File: src/subtract_exec_regs.vh
// Register offsets, field positions, reset values and opcodes of the subtract/sleep unit
`ifndef SUBTRACT_EXEC_REGS_VH
`define SUBTRACT_EXEC_REGS_VH

// ----------------------------------------
// Register byte offsets
// ----------------------------------------
`define ADDR_INSTR 8'h00
`define ADDR_ACCUM 8'h04
`define ADDR_FILE 8'h08
`define ADDR_STATUS 8'h0C
`define ADDR_WAKE 8'h10
`define ADDR_WDOG 8'h14

// ----------------------------------------
// Status field positions
// ----------------------------------------
`define ST_CARRY 0
`define ST_DIGIT 1
`define ST_ZERO 2
`define ST_OVFL 3
`define ST_TIMEOUT 4
`define ST_PWRDN 5
`define ST_ASLEEP 6
`define ST_BUSY 7

// ----------------------------------------
// Wake register field positions
// ----------------------------------------
`define WAKE_WDOG 0
`define WAKE_OTHER 1

// ----------------------------------------
// Reset values
// ----------------------------------------
`define RST_BYTE 8'h00
`define RST_INSTR 16'h0000
`define RST_TIMEOUT 1'b1
`define RST_PWRDN 1'b1

// ----------------------------------------
// Opcodes
// ----------------------------------------
`define OP_LIT_HI 8'hB2
`define OP_SUB_HI7 7'h02
`define OP_SUBB_HI7 7'h01
`define OP_SLEEP 16'h0003
`define DEST_BIT 8

// ----------------------------------------
// Bus responses
// ----------------------------------------
`define RESP_OKAY 2'h0
`define RESP_SLVERR 2'h2

`endif

File: src/sub_borrow_unit.v
// Eight-bit subtractor with carry, digit carry, overflow and zero flags
`timescale 1ns/100ps
module sub_borrow_unit (
   input wire [7:0] minuend,
   input wire [7:0] subtrahend,
   input wire carry_in,
   output wire [7:0] diff,
   output wire carry_out,
   output wire digit_carry,
   output wire overflow,
   output wire zero
);
   // Two's complement: a + ~b + cin; carry out high means no borrow
   wire [8:0] full_sum;
   wire [4:0] low_sum;

   assign full_sum = {1'b0, minuend} + {1'b0, ~subtrahend} + {8'h00, carry_in};
   assign low_sum = {1'b0, minuend[3:0]} + {1'b0, ~subtrahend[3:0]} + {4'h0, carry_in};
   assign diff = full_sum[7:0];
   assign carry_out = full_sum[8];
   assign digit_carry = low_sum[4];
   assign overflow = (minuend[7] ^ subtrahend[7]) & (full_sum[7] ^ minuend[7]);
   assign zero = (full_sum[7:0] == 8'h00);
endmodule

File: src/subtract_sleep_exec.v
// Subtract and low-power instruction execution unit with an AXI4-Lite register slave
//
// Operation
// - Upper byte B2 decodes literal subtract; lower byte is the literal.
// - Literal subtract: literal minus accumulator, result into the accumulator.
// - Literal subtract changes only overflow, carry, digit carry and zero.
// - Carry set when result is zero or positive, cleared on borrow.
// - Underflow wraps as eight-bit two's complement; minus one gives FF.
// - Pattern 0000 010d: file register minus accumulator, two's complement.
// - Destination bit 0 writes accumulator, 1 writes the file register.
// - Waking by watchdog timeout clears the timeout flag.
// - Sleep clears powerdown, sets timeout, clears watchdog and postscaler, stops clock.
// - Word 0003 is the operand-free sleep instruction.
`include "subtract_exec_regs.vh"
`timescale 1ns/100ps
module subtract_sleep_exec (
   input wire aclk,
   input wire aresetn,
   input wire [7:0] s_axi_awaddr,
   input wire [2:0] s_axi_awprot,
   input wire s_axi_awvalid,
   output reg s_axi_awready,
   input wire [31:0] s_axi_wdata,
   input wire [3:0] s_axi_wstrb,
   input wire s_axi_wvalid,
   output reg s_axi_wready,
   output reg [1:0] s_axi_bresp,
   output reg s_axi_bvalid,
   input wire s_axi_bready,
   input wire [7:0] s_axi_araddr,
   input wire [2:0] s_axi_arprot,
   input wire s_axi_arvalid,
   output reg s_axi_arready,
   output reg [31:0] s_axi_rdata,
   output reg [1:0] s_axi_rresp,
   output reg s_axi_rvalid,
   input wire s_axi_rready,
   output reg osc_stopped
);
   // ----------------------------------------
   // Phases
   // ----------------------------------------
   localparam [2:0] PH_IDLE = 3'h0;
   localparam [2:0] PH_DECODE = 3'h1;
   localparam [2:0] PH_READ = 3'h2;
   localparam [2:0] PH_EXEC = 3'h3;
   localparam [2:0] PH_WRITE = 3'h4;

   localparam [2:0] CLS_NONE = 3'h0;
   localparam [2:0] CLS_LIT = 3'h1;
   localparam [2:0] CLS_SUB = 3'h2;
   localparam [2:0] CLS_SUBB = 3'h3;
   localparam [2:0] CLS_SLEEP = 3'h4;

   // ----------------------------------------
   // State
   // ----------------------------------------
   reg [2:0] phase_q;
   reg [2:0] cls_q;
   reg [15:0] instr_q;
   reg [7:0] working_accumulator_q;
   reg [7:0] file_q;
   reg carry_q;
   reg digit_carry_flag_q;
   reg zero_q;
   reg overflow_flag_q;
   reg timeout_flag_q;
   reg powerdown_flag_q;
   reg [7:0] watchdog_counter_q;
   reg [7:0] postscaler_q;
   reg [7:0] op_a_q;
   reg [7:0] op_b_q;
   reg op_cin_q;
   reg [7:0] res_q;
   reg res_c_q;
   reg res_dc_q;
   reg res_ov_q;
   reg res_z_q;
   reg [7:0] aw_addr_q;
   reg aw_full_q;
   reg [31:0] w_data_q;
   reg [3:0] w_strb_q;
   reg w_full_q;

   wire aw_hs;
   wire w_hs;
   wire ar_hs;
   wire do_write;
   wire [7:0] alu_diff;
   wire alu_c;
   wire alu_dc;
   wire alu_ov;
   wire alu_z;
   wire [7:0] status_word;
   reg [31:0] rd_word;
   reg rd_ok;
   reg wr_ok;

   assign aw_hs = s_axi_awvalid & s_axi_awready;
   assign w_hs = s_axi_wvalid & s_axi_wready;
   assign ar_hs = s_axi_arvalid & s_axi_arready;
   assign do_write = aw_full_q & w_full_q & ~s_axi_bvalid;

   assign status_word = {(phase_q != PH_IDLE), osc_stopped, powerdown_flag_q, timeout_flag_q,
                         overflow_flag_q, zero_q, digit_carry_flag_q, carry_q};

   // ----------------------------------------
   // Subtractor
   // ----------------------------------------
   sub_borrow_unit alu (
      .minuend(op_a_q),
      .subtrahend(op_b_q),
      .carry_in(op_cin_q),
      .diff(alu_diff),
      .carry_out(alu_c),
      .digit_carry(alu_dc),
      .overflow(alu_ov),
      .zero(alu_z)
   );

   // ----------------------------------------
   // Read decode
   // ----------------------------------------
   always @* begin
      rd_word = 32'h00000000;
      rd_ok = 1'b1;
      case (s_axi_araddr)
         `ADDR_INSTR: rd_word = {16'h0000, instr_q};
         `ADDR_ACCUM: rd_word = {24'h000000, working_accumulator_q};
         `ADDR_FILE: rd_word = {24'h000000, file_q};
         `ADDR_STATUS: rd_word = {24'h000000, status_word};
         `ADDR_WAKE: rd_word = 32'h00000000;
         `ADDR_WDOG: rd_word = {16'h0000, postscaler_q, watchdog_counter_q};
         default: rd_ok = 1'b0;
      endcase
   end

   always @* begin
      case (aw_addr_q)
         `ADDR_INSTR, `ADDR_ACCUM, `ADDR_FILE, `ADDR_STATUS, `ADDR_WAKE, `ADDR_WDOG: wr_ok = 1'b1;
         default: wr_ok = 1'b0;
      endcase
   end

   // ----------------------------------------
   // Bus slave and execution
   // ----------------------------------------
   always @(posedge aclk) begin
      if (!aresetn) begin
         s_axi_awready <= 1'b0;
         s_axi_wready <= 1'b0;
         s_axi_bresp <= `RESP_OKAY;
         s_axi_bvalid <= 1'b0;
         s_axi_arready <= 1'b0;
         s_axi_rdata <= 32'h00000000;
         s_axi_rresp <= `RESP_OKAY;
         s_axi_rvalid <= 1'b0;
         osc_stopped <= 1'b0;
         aw_addr_q <= `RST_BYTE;
         aw_full_q <= 1'b0;
         w_data_q <= 32'h00000000;
         w_strb_q <= 4'h0;
         w_full_q <= 1'b0;
         phase_q <= PH_IDLE;
         cls_q <= CLS_NONE;
         instr_q <= `RST_INSTR;
         working_accumulator_q <= `RST_BYTE;
         file_q <= `RST_BYTE;
         carry_q <= 1'b0;
         digit_carry_flag_q <= 1'b0;
         zero_q <= 1'b0;
         overflow_flag_q <= 1'b0;
         timeout_flag_q <= `RST_TIMEOUT;
         powerdown_flag_q <= `RST_PWRDN;
         watchdog_counter_q <= `RST_BYTE;
         postscaler_q <= `RST_BYTE;
         op_a_q <= `RST_BYTE;
         op_b_q <= `RST_BYTE;
         op_cin_q <= 1'b0;
         res_q <= `RST_BYTE;
         res_c_q <= 1'b0;
         res_dc_q <= 1'b0;
         res_ov_q <= 1'b0;
         res_z_q <= 1'b0;
      end else begin
         // Address and data are held until both have arrived
         s_axi_awready <= ~aw_hs & ~aw_full_q;
         s_axi_wready <= ~w_hs & ~w_full_q;
         s_axi_arready <= ~ar_hs & ~s_axi_rvalid;
         if (aw_hs) begin
            aw_addr_q <= s_axi_awaddr;
            aw_full_q <= 1'b1;
         end
         if (w_hs) begin
            w_data_q <= s_axi_wdata;
            w_strb_q <= s_axi_wstrb;
            w_full_q <= 1'b1;
         end
         if (s_axi_bvalid && s_axi_bready) begin
            s_axi_bvalid <= 1'b0;
         end
         if (s_axi_rvalid && s_axi_rready) begin
            s_axi_rvalid <= 1'b0;
         end
         if (ar_hs) begin
            s_axi_rdata <= rd_word;
            s_axi_rresp <= rd_ok ? `RESP_OKAY : `RESP_SLVERR;
            s_axi_rvalid <= 1'b1;
         end

         // Watchdog runs only while the clock is running and stays cleared once sleep executes
         if (!osc_stopped && !(phase_q == PH_WRITE && cls_q == CLS_SLEEP)) begin
            watchdog_counter_q <= watchdog_counter_q + 8'h01;
            if (watchdog_counter_q == 8'hFF) begin
               postscaler_q <= postscaler_q + 8'h01;
            end
         end

         // Software writes; hardware updates below take priority
         if (do_write) begin
            aw_full_q <= 1'b0;
            w_full_q <= 1'b0;
            s_axi_bvalid <= 1'b1;
            s_axi_bresp <= wr_ok ? `RESP_OKAY : `RESP_SLVERR;
            case (aw_addr_q)
               `ADDR_INSTR: begin
                  // Ignored while busy or asleep
                  if (phase_q == PH_IDLE && !osc_stopped && w_strb_q[1:0] == 2'h3) begin
                     instr_q <= w_data_q[15:0];
                     phase_q <= PH_DECODE;
                  end
               end
               `ADDR_ACCUM: begin
                  if (w_strb_q[0]) begin
                     working_accumulator_q <= w_data_q[7:0];
                  end
               end
               `ADDR_FILE: begin
                  if (w_strb_q[0]) begin
                     file_q <= w_data_q[7:0];
                  end
               end
               `ADDR_STATUS: begin
                  if (w_strb_q[0]) begin
                     carry_q <= w_data_q[`ST_CARRY];
                     digit_carry_flag_q <= w_data_q[`ST_DIGIT];
                     zero_q <= w_data_q[`ST_ZERO];
                     overflow_flag_q <= w_data_q[`ST_OVFL];
                  end
               end
               `ADDR_WAKE: begin
                  if (w_strb_q[0] && osc_stopped) begin
                     if (w_data_q[`WAKE_WDOG]) begin
                        osc_stopped <= 1'b0;
                        timeout_flag_q <= 1'b0;
                     end else if (w_data_q[`WAKE_OTHER]) begin
                        osc_stopped <= 1'b0;
                     end
                  end
               end
               default: begin
               end
            endcase
         end

         // Four-phase instruction cycle
         case (phase_q)
            PH_IDLE: begin
            end
            PH_DECODE: begin
               if (instr_q[15:8] == `OP_LIT_HI) begin
                  cls_q <= CLS_LIT;
               end else if (instr_q[15:9] == `OP_SUB_HI7) begin
                  cls_q <= CLS_SUB;
               end else if (instr_q[15:9] == `OP_SUBB_HI7) begin
                  cls_q <= CLS_SUBB;
               end else if (instr_q == `OP_SLEEP) begin
                  cls_q <= CLS_SLEEP;
               end else begin
                  cls_q <= CLS_NONE;
               end
               phase_q <= PH_READ;
            end
            PH_READ: begin
               op_a_q <= (cls_q == CLS_LIT) ? instr_q[7:0] : file_q;
               op_b_q <= working_accumulator_q;
               op_cin_q <= (cls_q == CLS_SUBB) ? carry_q : 1'b1;
               phase_q <= PH_EXEC;
            end
            PH_EXEC: begin
               res_q <= alu_diff;
               res_c_q <= alu_c;
               res_dc_q <= alu_dc;
               res_ov_q <= alu_ov;
               res_z_q <= alu_z;
               if (cls_q == CLS_SLEEP) begin
                  powerdown_flag_q <= 1'b0;
                  timeout_flag_q <= 1'b1;
                  watchdog_counter_q <= `RST_BYTE;
                  postscaler_q <= `RST_BYTE;
               end
               phase_q <= PH_WRITE;
            end
            PH_WRITE: begin
               if (cls_q == CLS_LIT || cls_q == CLS_SUB || cls_q == CLS_SUBB) begin
                  carry_q <= res_c_q;
                  digit_carry_flag_q <= res_dc_q;
                  overflow_flag_q <= res_ov_q;
                  zero_q <= res_z_q;
                  if (cls_q != CLS_LIT && instr_q[`DEST_BIT]) begin
                     file_q <= res_q;
                  end else begin
                     working_accumulator_q <= res_q;
                  end
               end
               if (cls_q == CLS_SLEEP) begin
                  osc_stopped <= 1'b1;
               end
               phase_q <= PH_IDLE;
            end
            default: phase_q <= PH_IDLE;
         endcase
      end
   end
endmodule

File: config.mk
export PLATFORM = sky130hd
export DESIGN_NAME = subtract_sleep_exec
export DESIGN_NICKNAME = d
export VERILOG_FILES = /design/src/sub_borrow_unit.v /design/src/subtract_sleep_exec.v
export VERILOG_INCLUDE_DIRS = /design/src /design/src/src
export SDC_FILE = /design/constraint.sdc
export NUM_CORES = 1
export LEC_CHECK = 0
export BUFFER_PORTS_ARGS = -buffer_cell sky130_fd_sc_hd__buf_2
export CORE_UTILIZATION = 56
export DETAILED_ROUTE_END_ITERATION = 6
export MAX_ROUTING_LAYER = met4
export PLACE_DENSITY = 0.8
export SLEW_MARGIN = 25
export SYNTH_ARGS = -nofsm -noshare
export SYNTH_HDL_FRONTEND = slang
export SYNTH_SLANG_ARGS = --single-unit
export TNS_END_PERCENT = 20
File: constraint.sdc
create_clock -name aclk -period 2.7 [get_ports aclk]
set_input_delay 0.54 -clock aclk [delete_from_list [all_inputs] [get_ports aclk]]
set_output_delay 0.54 -clock aclk [all_outputs]
set_load 0.05 [all_outputs]
# After elaboration in Yosys (flattened, before gate mapping)
# Index checks and enable logic that the tools add are counted.
# Widths: inputs -> output; s select.
[word_totals]
inputBits = 65
reg_bits = 159
wordCells = 186
out_inout_bits = 42
[classes]
add_sub_neg = 6
n_eq_ne = 28
n_mux = 71
bitwise_logic = 21
n_reduce_logical = 25
[ops]
columns = ["cell", "n"]
rows = [
  ["$mux 8", 20],
  ["$pmux 16 s5", 1],
  ["$mux 1", 40],
  ["$eq 8x4->1 const B", 4],
  ["$eq 8x5->1 const B", 4],
  ["$logic_not 8->1", 3],
  ["$mux 3", 7],
  ["$add 8x1->8 const B", 2],
  ["$eq 16x2->1 const B", 1],
  ["$eq 8x3->1 const B", 2],
  ["$eq 8x8->1 const B", 2],
  ["$eq 3x2->1 const B", 4],
  ["$pmux 3 s4", 1],
  ["$reduce_or 6->1", 2],
  ["$add 8x8->9", 1],
  ["$add 9x1->9", 1],
  ["$and 1x1->1", 9],
  ["$logic_and 1x1->1", 8],
  ["$not 1->1", 8],
  ["$not 8->8", 1],
  ["$eq 7x1->1 const B", 1],
  ["$eq 7x2->1 const B", 1],
  ["$eq 3x1->1 const B", 2],
  ["$eq 3x3->1 const B", 2],
  ["17 further kinds", 24],
]

# Depth between registers and ports, before layout
# Gate-level depths: netlist of run 1.
[logic_depth]
depth_word = 7
depth_mapped = 9

# By module
# Synthesis of run 1 repeated with hierarchy kept, for this count alone.
[hier_totals]
cells_unflattened = 782
hier_area_um2 = 6672.6
[by_module_without_submodules]
columns = ["mod", "area_each_um2", "seq_area_each_um2", "instances", "cells_per_inst"]
rows = [
  ["subtract_sleep_exec", 6212.2, 2822.7, 1, 722],
  ["sub_borrow_unit", 460.4, 0.0, 1, 60],
]

# Worst setup path before layout of run 1
# Ideal clock, no wire load.
[synth_timing]
path_type = "register to register"
startpoint = "register op_b_q[0]"
endpoint = "register res_q[6]"
required_ns = 2.630
stages_incl_launch_ff = 10
slack_ns = 0.557
n_path_buf = 0
setup_ns = 0.070
period_less_slack_ns = 2.143
arrival_ns = 2.072
cell_sequence = "dfxtp_1 inv_1 fa_1 inv_1 fa_1 nor2b_1 o31a_1 o31a_1 or3_1 a21oi_1"
[synth_via]
elab_chain_cells = 3
[synth_rtl]
columns = ["item", "line_no", "rtl"]
rows = [
  ["start, declared", "subtract_sleep_exec.v:72", "reg [7:0] op_b_q;"],
  ["start signal, assigned", "subtract_sleep_exec.v:178", "op_b_q <= `RST_BYTE;"],
  ["start signal, assigned", "subtract_sleep_exec.v:286", "op_b_q <= working_accumulator_q;"],
  ["$not 8->8", "sub_borrow_unit.v:17", "assign full_sum = {1'b0, minuend} + {1'b0, ~subtrahend} + {8'h00, carry_in};"],
  ["$add 8x8->9", "sub_borrow_unit.v:17", ""],
  ["$add 9x1->9", "sub_borrow_unit.v:17", ""],
  ["end signal, assigned", "subtract_sleep_exec.v:180", "res_q <= `RST_BYTE;"],
  ["end signal, assigned", "subtract_sleep_exec.v:291", "res_q <= alu_diff;"],
  ["end, declared", "subtract_sleep_exec.v:74", "reg [7:0] res_q;"],
]
# No other way between the ends.
# A chain may end at the register's enable or synchronous reset.

# Worst setup path after layout of run 1
[layout_timing]
startpoint = "register op_cin_q"
endpoint = "register res_z_q"
[layout_via]
elab_chain_cells = 2
[layout_rtl]
columns = ["item", "line_no", "rtl"]
rows = [
  ["start, declared", "subtract_sleep_exec.v:73", "reg op_cin_q;"],
  ["start signal, assigned", "subtract_sleep_exec.v:287", "op_cin_q <= (cls_q == CLS_SUBB) ? carry_q : 1'b1;"],
  ["$add 9x1->9", "sub_borrow_unit.v:17", ""],
  ["$logic_not 8->1", "sub_borrow_unit.v:23", "assign zero = (full_sum[7:0] == 8'h00);"],
  ["end signal, assigned", "subtract_sleep_exec.v:295", "res_z_q <= alu_z;"],
  ["end, declared", "subtract_sleep_exec.v:78", "reg res_z_q;"],
]
# No other way between the ends.

==> key figures, run 1 <==
Critical path
  • Critical Path Fanout Max: 3
  • CP required: 3.04 ns
  • Setup CP Type: flop to flop
  • Arr. time, crit path: 2.81 ns
  • Worst Setup Start Kind: flop
  • Critical path endpoint category: flop

Placed design
  • Final RePlAce weighted congestion: about 0.95
  • IO buf count: 64
  • Placed Instance Area: 6760 sq um
  • Post-DP HPWL: ~11,000 um
  • Post-Place Cells: 924

CTS
  • Root Buffer: clkbuf_16
  • TritonCTS clock tree: done
  • Htree depth: 4
  • Worst skew pair latency: 0.42 ns
  • Hold_buf cts: 0
  • Total CTS buffers: 17
  • Setup repair bufs after CTS: 0
  • TritonCTS Sinks: 141
  • CTS Buffer Depth: 2
  • Post-CTS sizing: 0
  • CTS clock-pin slew for the worst setup and hold paths: 0.06 ns

Final layout
  • Fillers: 897
  • Synth-to-Final Area Change: 14.1%
  • Ant diodes: 0
  • Final non-filler cell total: 956
  • Final nets: just under 900
  • Share of layout cells above drive strength 1: 15.7%
  • Final instance area: approximately 7300 sq um

GRT
  • Initial antenna violation count: 0
  • First-pass GRT wire length: 25,800 um
  • Vias in the first global route: about 5,300
  • All-layer global routing usage: 29.6%
  • Largest net degree at the start of global routing: 48
  • Total global routing overflow: 0

Synthesis
  • Top_reg_cell synth: dfxtp_1
  • Count of cell types in the netlist: 58
  • YS warnings: 0
  • Sequential element share of the synthesized area: 44.0%
  • Top area cells in the synthesized netlist: dfxtp_1 (44%), mux2i_1 (7.2%), nand2_1 (6.7%), a21oi_1 (5.7%), nor2_1 (4.4%)
  • Flops & latches, synth: 141
  • Synth Cell Area: 6420 sq um
  • Post-Synthesis Mean Instance Area: 8.56 sq um
  • Post-synth ARST share: 0%
  • Synth cell count leaders: dfxtp_1 (141), nand2_1 (114), nor2_1 (76)
  • Post-synth top area cell: dfxtp_1
  • Cells after Synth: 750
  • Post-synth EDFFs: 0
  • Synth top area share: 44.0%
  • Most frequent cell after synthesis: dfxtp_1

Power and ir drop
  • Worst VDD drop: 0.570 mV
  • Sequential power share: a little under half
  • Switching part of the total: 25.2%
  • Pwr per Cell Area: 637 nW/um^2
  • Comb pwr share: between 6 and 7%
  • Clock share of power: 47.0%
  • P_int: roughly 3.5 mW
  • Psw: roughly 1.2 mW
  • Lkg Pwr: 2.84 nW

STA
  • RSZ-0062 raised after global routing: no
  • Final slew viol count: 0
  • Worst Tran Pin Value: approximately 0.64 ns
  • Worst Skew: ~0.0063 ns
  • Final period utilization: 91.6%
  • Max frequency: 0.404 GHz
  • Rel. slew slack: about 57%
  • TNS Setup: 0 ns
  • Final hold violations: 0
  • Fin crit period: 2.47 ns
  • Setup violators final: 0

Floorplan
  • Initial core utilization: 58.4%
  • Die area: 11,900 sq um
  • FP Rows: 38
  • Die Ht: around 110 um
  • I/O pin cnt: 107
  • Core Region: around 11,000 sq um
  • Die width: 109 um

Drt
  • Vias per cell: 5.88
  • Antenna-violating nets left: 0
  • Remaining DRCs: 0
  • Routed WL per cell: 16.8 um
  • Final WL: 16,100 um
  • DR vias: 5,620
  • Iteration-0 DRC Markers: 508
  • DRT Pass-1 Iters: 6

Run status
  • Status: complete, no violations

Worst hold path
  • Worst hold path class: input pin to flop

Job
  • Max-cap violations: 0
==> layout make-up <==
| type | count | area (sq um) | area share [%] |
|---|---|---|---|
| clock inverters | 14 | 121 | 1.66 |
| flip-flops and latches | 141 | 2820 | 38.6 |
| inverters | 18 | 67.6 | 0.923 |
| repair buffers | 77 | 418 | 5.71 |
| multi-input cells | 548 | 3280 | 44.8 |
| well taps | 140 | 175 | 2.39 |
| clock buffers | 18 | 439 | 6.00 |
==> registers in the layout, indices dropped and copies added (netlist names), 2 cells and up <==
signal / cells
aw_addr_q: 8
cls_q: 3
file_q: 8
instr_q: 16
op_a_q: 8
op_b_q: 8
phase_q: 3
postscaler_q: 8
res_q: 8
s_axi_rdata: 16
w_data_q: 16
w_strb_q: 2
watchdog_counter_q: 8
working_accumulator_q: 8
==> routing by layer <==
layer	routed length, um	up-vias	track usage (%)	part of all wire (%)
met5	0	-	-	0
li1	-	2704	-	-
met1	7070	2624	36.2	44
met4	340	0	11.9	2.1
met3	1220	41	8.01	7.6
met2	7470	251	46.2	46
==> cell families (layout without fill, tap and decap cells) <==
| family | Yosys count | after routing | share of synthesized area, % |
|---|---|---|---|
| AOI/OAI and AO/OA | 178 | 178 | 16.8 |
| other | 1 | 18 | 0.0584 |
| muxes | 54 | 54 | 8.58 |
| DFF | 141 | 141 | 44.0 |
| buffers and inverters | 78 | 127 | 6.02 |
| and+or+nand+nor | 270 | 270 | 19.8 |
| xor gates and xnor gates | 17 | 17 | 2.32 |
| adders and majority gates | 11 | 11 | 2.38 |
==> stage by stage <==
| step | utilization, % | hold WS, ns | power, mW | setup slack (ns) |
|---|---|---|---|---|
| 2_1_floorplan | - | 0.418 | 2.45 | 0.557 |
| 3_3_place_gp | 61.6 | 0.438 | 2.50 | 0.392 |
| 3_5_place_dp | 61.6 | 0.445 | 2.51 | 0.356 |
| 4_1_cts | 66.7 | 0.340 | 4.68 | 0.265 |
| 5_1_grt | 66.7 | 0.352 | 4.80 | 0.118 |
| 6_report | 66.7 | 0.351 | 4.66 | 0.226 |
==> critical path, cell delays in order, from the launching register on <==
cell and delay (ns):
dfxtp_1 0.38, fa_1 0.26, inv_1 0.09, fa_1 0.47, xnor2_1 0.22, nor4bb_1 0.48, o2111ai_1 0.24, o31ai_1 0.25
==> cells in the final DEF (no fill, tap or decap), types with 9 or more instances in the layout <==
cell	count
mux2i_1	46
a22oi_1	15
nand3_1	13
clkbuf_16	17
nor2_1	76
nand2_1	114
xnor2_1	9
dfxtp_1	141
nor3_1	10
conb_1	18
ha_1	9
buf_2	64
buf_4	13
a211oi_1	13
a21oi_1	73
o21ai_0	44
inv_1	17
==> worst paths after layout <==
kind	cells past startpoint	slack [ns]	to	start
worst max-delay path	7	0.23	res_z_q	op_cin_q
worst min-delay path	3	0.35	w_data_q[1]	s_axi_wdata[1]
worst max register to register	7	0.23	res_z_q	op_cin_q
worst min register to register	2	0.45	w_data_q[13]	w_data_q[13]
==> power by group through the flow <==
stage | sequential [mW] | combinational, mW | clock [mW]
2_1_floorplan | 2.24 | 0.206 | 0
3_3_place_gp | 2.20 | 0.305 | 0
3_5_place_dp | 2.20 | 0.312 | 0
4_1_cts | 2.16 | 0.313 | 2.21
5_1_grt | 2.16 | 0.343 | 2.29
6_report | 2.16 | 0.314 | 2.19
(Power assumes the default switching activity.)
==> run 2, diff against run 1 <==
--- a/config.mk
+++ b/config.mk
@@ -9,7 +9,6 @@
 export BUFFER_PORTS_ARGS = -buffer_cell sky130_fd_sc_hd__buf_2
 export CORE_UTILIZATION = 56
 export DETAILED_ROUTE_END_ITERATION = 6
-export MAX_ROUTING_LAYER = met4
 export PLACE_DENSITY = 0.8
 export SLEW_MARGIN = 25
 export SYNTH_ARGS = -nofsm -noshare
==> key figures, run 2 (synthesis gave the netlist of run 1 again) <==
Floorplan
  • Initial core utilization: 58.4% (unchanged)
  • FP Rows: 38 (unchanged)
  • Core Region: 11,000 sq um (unchanged)
  • Die Ht: 109 um (unchanged)
  • Die area: 11,900 sq um (unchanged)
  • Die width: 109 um (unchanged)
  • I/O pin cnt: 107 (unchanged)

Drt
  • Final WL: 16,600 um (+3.2%)
  • Iteration-0 DRC Markers: 578 (+14%)
  • Routed WL per cell: 17.4 um (+3.3%)
  • DR vias: 5,721 (+1.8%)
  • Vias per cell: 5.99 (+1.9%)
  • Antenna-violating nets left: 0 (unchanged)
  • DRT Pass-1 Iters: 6 (unchanged)
  • Remaining DRCs: 0 (unchanged)

CTS
  • CTS Buffer Depth: 2 (unchanged)
  • Setup repair bufs after CTS: 0 (unchanged)
  • Htree depth: 4 (unchanged)
  • TritonCTS clock tree: done
  • TritonCTS Sinks: 141 (unchanged)
  • Worst skew pair latency: 0.43 ns (about the same)
  • Root Buffer: clkbuf_16
  • Total CTS buffers: 17 (unchanged)
  • Post-CTS sizing: 0 (unchanged)
  • CTS clock-pin slew for the worst setup and hold paths: 0.06 ns (about the same)
  • Hold_buf cts: 0 (unchanged)

Final layout
  • Ant diodes: 0 (unchanged)
  • Final non-filler cell total: 955 (-0.10%)
  • Final nets: 878 (-0.11%)
  • Largest regs: instr_q (16), s_axi_rdata (16), w_data_q (16)
  • Most common cell after layout, fill and taps aside: dfxtp_1
  • Synth-to-Final Area Change: 15.9%
  • Share of layout cells above drive strength 1: 15.6% (-0.10 points)
  • Commonest non-fill, non-tap cells in the layout: dfxtp_1 (141), nand2_1 (114), nor2_1 (76)

Critical path
  • Crit path largest cell delay: 0.49 ns (about the same)
  • CP required: 3.06 ns (+0.02 ns)
  • Critical Path Fanout Max: 4 (+1)
  • CP Cell Sequence: inv_1, fa_1, inv_1, fa_1, nor2b_1, o31a_1, o31a_1, or3_1, a21oi_1
  • Setup CP Type: flop to flop
  • Arr. time, crit path: 2.85 ns (+0.04 ns)
  • Worst Setup Start Kind: flop
  • Crit path max-delay family: adder cells
  • CP max-delay cell: fa_1
  • CP bufs+invs: 2 (+1)
  • Critical path endpoint category: flop
  • Worst R2R Setup Slack: 0.21 ns (-0.02 ns)

Placed design
  • IO buf count: 64 (unchanged)
  • Post-DP HPWL: 11,400 um (+0.69%)
  • Post-Place Cells: 923 (-0.11%)
  • Final RePlAce weighted congestion: 0.929 (-2.0%)

GRT
  • Met3 Use GR: 6.58% (-1.4 points)
  • All-layer global routing usage: 29.9% (+0.33 points)
  • Total global routing overflow: 0 (unchanged)
  • Most used routing layer: met2
  • Vias in the first global route: 5,535 (+4.1%)
  • First-pass GRT wire length: 27,100 um (+5.2%)
  • Largest net degree at the start of global routing: 48 (unchanged)
  • Initial antenna violation count: 0 (unchanged)
  • Met1 Resource Use GR: 37.3% (+1.2 points)
  • GRT met2 Usage: 49.3% (+3.1 points)

Power and ir drop
  • Psw: 1.23 mW (+4.8%)
  • Switching part of the total: 23.8% (-1.4 points)
  • Lkg Pwr: 2.90 nW (+2.1%)
  • Pwr per Cell Area: 697 nW/um^2 (+9.4%)
  • Worst VDD drop: 0.422 mV (-26%)
  • Clock share of power: 52.2% (+5.2 points)
  • Sequential power share: 41.6% (-4.7 points)
  • P_int: 3.95 mW (+13%)
  • Comb pwr share: 6.1% (-0.6 points)

STA
  • Rel. slew slack: 47.5% (-9.4 points)
  • Final slew viol count: 0 (unchanged)
  • TNS Setup: 0 ns (unchanged)
  • Setup violators final: 0 (unchanged)
  • Max frequency: 0.401 GHz (-0.67%)
  • Fin crit period: 2.49 ns (+0.0168 ns)
  • Worst Skew: 0.0142 ns (+0.00783 ns)
  • RSZ-0062 raised after global routing: no
  • Final period utilization: 92.3% (+0.62 points)
  • Worst Tran Pin Value: 0.785 ns (+0.141 ns)
  • Final hold violations: 0 (unchanged)

Job
  • Max-cap violations: 0 (unchanged)

Worst hold path
  • Worst hold path class: input pin to flop

Run status
  • Status: complete, no violations
## run 2: cell count changes in the layout (fill, tap and decap cells not counted), sizes merged
cell / before / now
inv: 19 / 23
clkbuf: 18 / 17
bufinv: 1 / 6
buf: 77 / 76
clkinv: 6 / 2
clkinvlp: 6 / 2
## run 2: worst register-to-register path, cell delays in order (launching register included)
cell	delay [ns]
dfxtp_1	0.34
inv_1	0.07
fa_1	0.49
inv_1	0.12
fa_1	0.24
nor2b_1	0.09
o31a_1	0.29
o31a_1	0.29
or3_1	0.36
a21oi_1	0.12
## run 2: worst paths after layout
path,end,depth (start not counted),startpoint
setup / recovery,res_q[6],9,op_b_q[0]
hold / removal,w_data_q[15],3,s_axi_wdata[15]
setup reg to reg,res_q[6],9,op_b_q[0]
hold reg to reg,op_b_q[3],2,op_b_q[3]
## run 2: power groups by stage
| stage | sequential (mW) | clock [mW] | combinational [mW] |
|---|---|---|---|
| after global placement | 2.20 | 0 | 0.303 |
| after CTS | 2.16 | 2.72 | 0.313 |
| after global routing | 2.16 | 2.82 | 0.342 |
| final | 2.16 | 2.71 | 0.317 |
| after floorplan | 2.24 | 0 | 0.206 |
| after detailed placement | 2.20 | 0 | 0.310 |
## run 2: cell type report
| cell class | instances | area [sq um] |
|---|---|---|
| inverter | 18 | 67.6 |
| fill | 851 | 3550 |
| sequential | 141 | 2820 |
| clock inverter | 15 | 256 |
| timing repair buffer | 76 | 410 |
| clock buffer | 17 | 425 |
| multi-input combinational | 548 | 3280 |
| tap | 140 | 175 |
## run 2: routing by layer
metal / wire length [um] / up-vias
li1: - / 2702
met1: 7120 / 2708
met2: 7850 / 275
met3: 1240 / 36
met4: 420 / 0
met5: 0 / -
## run 2: per-stage QoR
stage          setup slack, ns  cell area, sq um  hold slack, ns  util (%)  power [mW]
2_1_floorplan            0.557              6480           0.418         -        2.45
3_3_place_gp             0.423              6750           0.438      61.5        2.50
3_5_place_dp             0.303              6750           0.445      61.5        2.51
4_1_cts                  0.255              7430           0.340      67.7        5.19
5_1_grt                  0.151              7430           0.356      67.7        5.32
6_report                 0.209              7430           0.339      67.7        5.18
